**config.mk**
```make
export PLATFORM = sky130hd
export DESIGN_NAME = hpsr_port
export DESIGN_NICKNAME = d
export VERILOG_FILES = /design/src/include/hpsr_pkg.sv /design/src/design/hpsr_sync.sv /design/src/design/hpsr_port.sv
export VERILOG_INCLUDE_DIRS = /design/src /design/src/include
export SDC_FILE = /design/constraint.sdc
export NUM_CORES = 1
export LEC_CHECK = 0
export BUFFER_PORTS_ARGS = -buffer_cell sky130_fd_sc_hd__buf_2
export CORE_ASPECT_RATIO = 2
export CORE_MARGIN = 4
export CORE_UTILIZATION = 30
export CTS_BUF_LIST = sky130_fd_sc_hd__clkbuf_4 sky130_fd_sc_hd__clkbuf_8
export DETAILED_ROUTE_END_ITERATION = 10
export GPL_TIMING_DRIVEN = 0
export HOLD_SLACK_MARGIN = 0.1
export SYNTH_ARGS = -nofsm -noshare
export SYNTH_HDL_FRONTEND = slang
export SYNTH_SLANG_ARGS = --single-unit
```
**constraint.sdc**
```tcl
create_clock -name core_clk -period 7.3 [get_ports core_clk]
set_input_delay 0.73 -clock core_clk [delete_from_list [all_inputs] [get_ports core_clk]]
set_output_delay 0.73 -clock core_clk [all_outputs]
set_load 0.01 [all_outputs]
```
**src/include/hpsr_defs.svh**
```systemverilog
`ifndef HPSR_DEFS_SVH
`define HPSR_DEFS_SVH

// Register select codes on register_select_pair
`define HPSR_SEL_CTRL      2'h0
`define HPSR_SEL_DATA_INC  2'h1
`define HPSR_SEL_ADDR      2'h2
`define HPSR_SEL_DATA      2'h3

// Control register field position; reset values of the control and address registers
`define HPSR_CTRL_HWOB_BIT 0
`define HPSR_CTRL_RESET    32'h0000_0000
`define HPSR_ADDR_RESET    32'h0000_0000

// Address step for autoincrement, in bytes
`define HPSR_ADDR_STEP     32'h0000_0004

// Synchroniser depth
`define HPSR_SYNC_STAGES   2

`endif

```
**src/include/hpsr_pkg.sv**
```systemverilog
package hpsr_pkg;

  // Access phases of the port engine
  typedef enum logic [2:0] {
    HPSR_IDLE,
    HPSR_FETCH,
    HPSR_ACTIVE,
    HPSR_STORE,
    HPSR_BUSY
  } hpsr_state_t;

  // Select signals captured at the start of an access
  typedef struct packed {
    logic [1:0] reg_sel;
    logic       rd_nwr;
    logic       half_sel;
  } hpsr_sel_t;

  // Word request to the auxiliary DMA channel
  typedef struct packed {
    logic        write;
    logic [31:0] addr;
    logic [31:0] data;
  } hpsr_dma_req_t;

endpackage

```
**src/design/hpsr_sync.sv**
```systemverilog
`timescale 1ns/1ps
`include "hpsr_defs.svh"

// Two-flop synchroniser for a bundle of pin levels
module hpsr_sync
  import hpsr_pkg::*;
#(
  parameter int          WIDTH   = 1,
  parameter logic [WIDTH-1:0] RST_VAL = '0
)
(
  input  wire logic             core_clk,
  input  wire logic             sys_rst,
  input  wire logic [WIDTH-1:0] async_in,
  output logic      [WIDTH-1:0] sync_out
);

  logic [WIDTH-1:0] meta_reg;

  // First stage feeds only the second stage
  always_ff @(posedge core_clk or posedge sys_rst)
  begin
    if (sys_rst)
    begin
      meta_reg <= RST_VAL;
      sync_out <= RST_VAL;
    end
    else
    begin
      meta_reg <= async_in;
      sync_out <= meta_reg;
    end
  end

endmodule

```
**src/design/hpsr_port.sv**
```systemverilog
`timescale 1ns/1ps
`include "hpsr_defs.svh"

module hpsr_port
  import hpsr_pkg::*;
(
  input  wire logic          core_clk,
  input  wire logic          sys_rst,
  input  wire logic          port_chip_select,
  input  wire logic          port_data_strobe_one,
  input  wire logic          port_data_strobe_two,
  input  wire logic          port_addr_strobe_n,
  input  wire logic          addr_strobe_used,
  input  wire logic [1:0]    register_select_pair,
  input  wire logic          port_read_not_write,
  input  wire logic          halfword_select,
  input  wire logic [15:0]   port_data_bus_in,
  output logic      [15:0]   port_data_bus_out,
  output logic               port_data_bus_oe,
  output logic               port_wait_out,
  output logic               dma_req_valid,
  output hpsr_dma_req_t      dma_req,
  input  wire logic          dma_req_done,
  input  wire logic [31:0]   dma_rd_data,
  output logic      [31:0]   control_word,
  output logic      [31:0]   address_word
);

  // Synchronised pin levels
  logic                strobe_s;
  logic                cs_s;
  logic                as_n_s;
  logic                strobe_d_reg;
  logic                cs_d_reg;
  logic                as_d_reg;
  logic                strobe_fall;
  logic                strobe_rise;
  logic                cs_fall;
  logic                as_fall;
  logic                combined_access_strobe;
  logic [15:0]         data_s;
  hpsr_sel_t           sel_pins;
  hpsr_sel_t           sel_s;
  hpsr_sel_t           sel_reg;
  hpsr_state_t         state_reg;
  logic [31:0]         data_word_reg;
  logic [31:0]         ctrl_reg;
  logic [31:0]         addr_reg;
  logic                busy_reg;
  logic                fetch_wait_reg;
  logic                oe_reg;
  logic                wait_reg;
  // Pending work seen by a new chip select
  logic                reselect_busy_reg;
  // Address step with its carry kept apart
  logic [32:0]         addr_inc;

  // Strobe formed before synchronising so both pin strobes share one crossing
  assign combined_access_strobe = port_chip_select |
    ~(port_data_strobe_one ^ port_data_strobe_two);
  assign sel_pins = '{register_select_pair, port_read_not_write, halfword_select};

  hpsr_sync #(.WIDTH(3), .RST_VAL(3'h7)) u_sync_ctl
  (
    .core_clk (core_clk),
    .sys_rst  (sys_rst),
    .async_in ({combined_access_strobe, port_chip_select, port_addr_strobe_n}),
    .sync_out ({strobe_s, cs_s, as_n_s})
  );

  // Select and data lines are held stable by the host around the strobe edges
  hpsr_sync #(.WIDTH(20), .RST_VAL(20'h0)) u_sync_dat
  (
    .core_clk (core_clk),
    .sys_rst  (sys_rst),
    .async_in ({sel_pins, port_data_bus_in}),
    .sync_out ({sel_s, data_s})
  );

  // Edge detection on synchronised levels
  always_ff @(posedge core_clk or posedge sys_rst)
  begin
    if (sys_rst)
    begin
      strobe_d_reg <= 1'b1;
      cs_d_reg     <= 1'b1;
      as_d_reg     <= 1'b1;
    end
    else
    begin
      strobe_d_reg <= strobe_s;
      cs_d_reg     <= cs_s;
      as_d_reg     <= as_n_s;
    end
  end

  assign strobe_fall = strobe_d_reg & ~strobe_s;
  assign strobe_rise = ~strobe_d_reg & strobe_s;
  assign cs_fall     = cs_d_reg & ~cs_s;
  assign as_fall     = as_d_reg & ~as_n_s;

  // Data register access with or without autoincrement
  function automatic logic is_data(input logic [1:0] s);
    is_data = (s == `HPSR_SEL_DATA) || (s == `HPSR_SEL_DATA_INC);
  endfunction

  // Half of a 32-bit value that one host transfer carries
  function automatic logic [15:0] half_of(input logic [31:0] w, input logic hi);
    half_of = hi ? w[31:16] : w[15:0];
  endfunction

  // Addresses wrap at the top of the map; the carry is dropped on purpose
  assign addr_inc = {1'b0, addr_reg} + {1'b0, `HPSR_ADDR_STEP};

  // Select capture: address strobe fall when used, else strobe fall
  always_ff @(posedge core_clk or posedge sys_rst)
  begin
    if (sys_rst)
      sel_reg <= '0;
    else if (addr_strobe_used ? as_fall : strobe_fall)
      sel_reg <= sel_s;
  end

  // Access sequencer
  always_ff @(posedge core_clk or posedge sys_rst)
  begin
    if (sys_rst)
    begin
      state_reg      <= HPSR_IDLE;
      dma_req_valid  <= 1'b0;
      dma_req        <= '0;
      data_word_reg  <= '0;
      ctrl_reg       <= `HPSR_CTRL_RESET;
      addr_reg       <= `HPSR_ADDR_RESET;
      busy_reg       <= 1'b0;
      fetch_wait_reg <= 1'b0;
    end
    else
    begin
      dma_req_valid <= 1'b0;
      case (state_reg)
        HPSR_IDLE:
        begin
          if (strobe_fall)
          begin
            // Effective selects this cycle
            if (is_data(addr_strobe_used ? sel_reg.reg_sel : sel_s.reg_sel) &&
                (addr_strobe_used ? sel_reg.rd_nwr : sel_s.rd_nwr) &&
                !(addr_strobe_used ? sel_reg.half_sel : sel_s.half_sel))
            begin
              dma_req_valid  <= 1'b1;
              dma_req        <= '{1'b0, addr_reg, 32'h0000_0000};
              fetch_wait_reg <= 1'b1;
              state_reg      <= HPSR_FETCH;
            end
            else
              state_reg <= HPSR_ACTIVE;
          end
        end
        // Waiting for the channel to load the requested word
        HPSR_FETCH:
        begin
          if (dma_req_done)
          begin
            data_word_reg  <= dma_rd_data;
            fetch_wait_reg <= 1'b0;
            state_reg      <= HPSR_ACTIVE;
          end
        end
        // Strobe low: the host moves one half-word
        HPSR_ACTIVE:
        begin
          if (strobe_rise)
          begin
            state_reg <= HPSR_IDLE;
            if (!sel_reg.rd_nwr)
            begin
              // Write halves land in the chosen half of the word
              case (sel_reg.reg_sel)
                `HPSR_SEL_CTRL:
                  if (sel_reg.half_sel) ctrl_reg[31:16] <= data_s;
                  else ctrl_reg[15:0] <= data_s;
                `HPSR_SEL_ADDR:
                  if (sel_reg.half_sel) addr_reg[31:16] <= data_s;
                  else addr_reg[15:0] <= data_s;
                default:
                  if (sel_reg.half_sel) data_word_reg[31:16] <= data_s;
                  else data_word_reg[15:0] <= data_s;
              endcase
              if (is_data(sel_reg.reg_sel) && sel_reg.half_sel)
              begin
                dma_req_valid <= 1'b1;
                dma_req <= '{1'b1, addr_reg, {data_s, data_word_reg[15:0]}};
                busy_reg      <= 1'b1;
                state_reg     <= HPSR_STORE;
              end
            end
            else if (sel_reg.reg_sel == `HPSR_SEL_DATA_INC && sel_reg.half_sel)
            begin
              // Increment read finishes by advancing the address
              busy_reg  <= 1'b1;
              state_reg <= HPSR_BUSY;
            end
          end
        end
        // Whole word handed to the channel; ready stays busy until it lands
        HPSR_STORE:
        begin
          if (dma_req_done)
          begin
            if (sel_reg.reg_sel == `HPSR_SEL_DATA_INC)
              addr_reg <= addr_inc[31:0];
            busy_reg  <= 1'b0;
            state_reg <= HPSR_IDLE;
          end
        end
        // Increment read done; one cycle of busy covers the address step
        HPSR_BUSY:
        begin
          addr_reg  <= addr_inc[31:0];
          busy_reg  <= 1'b0;
          state_reg <= HPSR_IDLE;
        end
        default:
          state_reg <= HPSR_IDLE;
      endcase
    end
  end

  // A host that selects again before the last word is finished must see busy
  // at once, otherwise it could start a transfer on a half-updated register
  always_ff @(posedge core_clk or posedge sys_rst)
  begin
    if (sys_rst)
      reselect_busy_reg <= 1'b0;
    else if (!busy_reg && !fetch_wait_reg)
      reselect_busy_reg <= 1'b0;
    else if (cs_fall)
      reselect_busy_reg <= 1'b1;
  end

  // Read drive window and ready; ready only meaningful with chip select low
  always_ff @(posedge core_clk or posedge sys_rst)
  begin
    if (sys_rst)
    begin
      oe_reg            <= 1'b0;
      port_data_bus_out <= 16'h0000;
      wait_reg          <= 1'b0;
    end
    else
    begin
      if (strobe_rise)
        oe_reg <= 1'b0;
      else if (state_reg == HPSR_ACTIVE && sel_reg.rd_nwr && !strobe_s)
        oe_reg <= 1'b1;
      // Output half follows the captured selects
      case (sel_reg.reg_sel)
        `HPSR_SEL_CTRL:
          port_data_bus_out <= half_of(ctrl_reg, sel_reg.half_sel);
        `HPSR_SEL_ADDR:
          port_data_bus_out <= half_of(addr_reg, sel_reg.half_sel);
        default:
          port_data_bus_out <= half_of(data_word_reg, sel_reg.half_sel);
      endcase
      // Busy while fetching or completing; ready drops one cycle after data
      wait_reg <= fetch_wait_reg || busy_reg || reselect_busy_reg;
    end
  end

  assign port_data_bus_oe = oe_reg & ~port_chip_select;
  assign port_wait_out    = wait_reg & ~port_chip_select;
  assign control_word     = ctrl_reg;
  assign address_word     = addr_reg;

endmodule

```
==> metrics.cfg <==
[critical_path]
path_max_fanout=10
critPathKind=flip-flop to flip-flop
worst-endpoint-arrival_ns=3.27
ff2ff_setup_slack_ns=4.45
worst-endpoint-required_ns=7.72
critPathCaptureType=flip-flop
cp-start-kind=flip-flop

[final_layout]
fillerInstances=3427
share_of_layout_cells_above_drive_strength_1=0.375
multi_input_area_um2=4080
largest_register_ff_count=65
layout.nets=1184
areaGrowthSynthToFinish_pct=23.9
largest-register=dma_req
seqCellArea_um2=5990
final_non_filler_cells=1593

[timing]
finalSetupTns_ns=0
final.period_utilization=0.390
timing.final.setup_violations=0
timing.final.crit_period_ns=2.85
rsz0062_at_grt=no
fmaxAchievable_mhz=351
clock_skew_ns=0.0227
timing.slew.headroom=0.361
worst-slew-pin-transition_ns=0.958
max_transition_viols_final=0
finalHoldWorstSlack_ns=0.226
report.final.hold_viol_count=0

[synthesis]
synthArstFlopShare=1.00
top_area_cell_type_share_of_the_netlist_area=0.553
yosysTopAreaCell=dfrtp_1
ranking_of_synthesized_cells_by_area=dfrtp_1 (55%), mux2_4 (6.5%), mux2_2 (4.8%)
yosysSeqAreaShare=0.575
synthesis.area_um2=10400
post_synth.cell_area_avg_um2=11.9
synth-edff-count=0
synth_fp_nets=936
synth.yosys.warnings=0
ys_ff_latch=239
synth_ff_type=dfrtp_1
yosys.cell_types.count=59
cell_types_with_the_highest_counts_after_synthesis=dfrtp_1 (230), a21oi_1 (92), nand2_1 (84)
synthesized_instance_count=875
post-synth-top-count-cell=dfrtp_1

[power_and_ir_drop]
power.static_leakage_nw=6.15
worst_ir_drop_vdd_mv=0.154
power_density_nw_per_um2=448

[clock_network]
cts_post_setup_buffers_inserted=0
path_clk_slew_ns=0.07
cts_resized=0
tritoncts.num_buffers=37
htree_levels=2
post_cts_hold_buffer_count=0
clock_path_buffers=3
cts_tree=built
clk-insertion-delay-late_ns=0.56
cts_num_sinks=239
ctsRootBufferMaster=clkbuf_8

[flow_run]
maxCapViolCount=0

[global_route]
grt_util_all_layers=0.189
number_of_global_route_vias_before_repair=8511
gr-total-overflow=0
antenna_violations_before_repair=2
grt_pass1_wl_um=54600
largest_net_degree_at_the_start_of_global_routing=88

[die]
die_y_um=272
floorplan.die_area_um2=37900
floorplan.rows=96
chipWidth_um=140
top_level_ports=208
initial_core_util=0.303
core_um2=34400

[placement]
place.detailed.instances=1525
gp_congestion=0.933
port-buffer-count=207
post_dp_hpwl_um=28200

[status]
run_status=completed

[detailed_routing]
wl_cell_um=23.1
drt-pass1-iter-count=5
vias=8082
via_per_inst=5.07
drt_wl_total_um=36800
remaining_drc_errors=0
detail_route.iter0.violations=649
antenna_violating_nets_post_route=0

[hold_path]
worst_hold_path_type=input pin to async pin

-- metrics by stage --
step	total power [mW]	setup slack [ns]	area, um2	utilization
global route	6.11	4.31	12900	0.376
global placement	4.50	-2.81	12000	0.349
floorplan	3.52	0.0251	10400	-
detailed placement	4.54	4.50	12100	0.351
CTS	5.83	4.46	12900	0.375
finish	5.78	4.45	12900	0.376
-- power breakdown --
part / internal (mW) / leakage [nW] / total [mW] / switching [mW]
registers: 1.80 / 2.90 / 2.28 / 0.485
clock network: 0.707 / 0.436 / 1.27 / 0.566
logic: 0.986 / 2.81 / 2.23 / 1.24
-- layout by cell type (no fill, tap or decap), types with 22 or more instances in the layout --
master / count
o21ai_0: 37
mux2_4: 45
nand2_1: 84
buf_2: 230
nor2_1: 59
mux2_2: 44
dfrtp_1: 230
a21oi_1: 92
clkbuf_8: 49
and2_1: 22
-- critical path: stages (launching register included) --
cell	delay, ns
dfstp_2	0.59
nor3b_1	0.55
nand3_1	0.14
nor2_1	0.63
buf_2	0.42
mux2_2	0.38
-- layout make-up --
| cell class | instances | share of cell area |
|---|---|---|
| plain buffers | 56 | 0.0235 |
| flip-flops and latches | 239 | 0.464 |
| repair buffers | 209 | 0.0846 |
| well taps | 441 | 0.0428 |
| clock buffers | 55 | 0.0558 |
| diodes | 2 | 0.000388 |
| multi-input cells | 570 | 0.316 |
| inverters | 10 | 0.00349 |
| clock inverters | 11 | 0.00882 |
-- worst paths after layout --
path / depth (start not counted) / start / to
worst max-delay path: 5 / u_sync_ctl.sync_out[2] / control_word[5]
worst min-delay path: 2 / sys_rst / dma_req_valid
worst max register to register: 5 / u_sync_ctl.sync_out[2] / control_word[5]
worst min register to register: 0 / u_sync_dat.meta_reg[17] / u_sync_dat.sync_out[17]
max in group asynchronous: 4 / sys_rst / port_data_bus_out[6]
min in group core_clk: 1 / port_data_bus_in[12] / u_sync_dat.meta_reg[12]
-- per-layer routing --
layer | part of all wire | vias up | wire, um | GRT usage
li1 | - | 3643 | - | -
met1 | 0.35 | 3973 | 12800 | 0.198
met2 | 0.54 | 354 | 19900 | 0.355
met3 | 0.051 | 112 | 1880 | 0.0305
met4 | 0.060 | 0 | 2210 | 0.103
met5 | 0 | - | 0 | 0
-- kinds of logic (layout without fill, tap and decap cells) --
family / Yosys count / after routing / synth area share
AND/OR/NAND/NOR: 234 / 234 / 0.109
AO/OA/AOI/OAI: 216 / 216 / 0.125
other: 0 / 2 / 0
buffers and inverters: 66 / 341 / 0.0327
flip-flops: 239 / 239 / 0.575
XOR/XNOR: 1 / 1 / 0.000841
adder cells (fa/ha/maj): 1 / 1 / 0.00120
multiplexers: 118 / 118 / 0.156
Note: power is estimated with default switching activity, not from simulation.
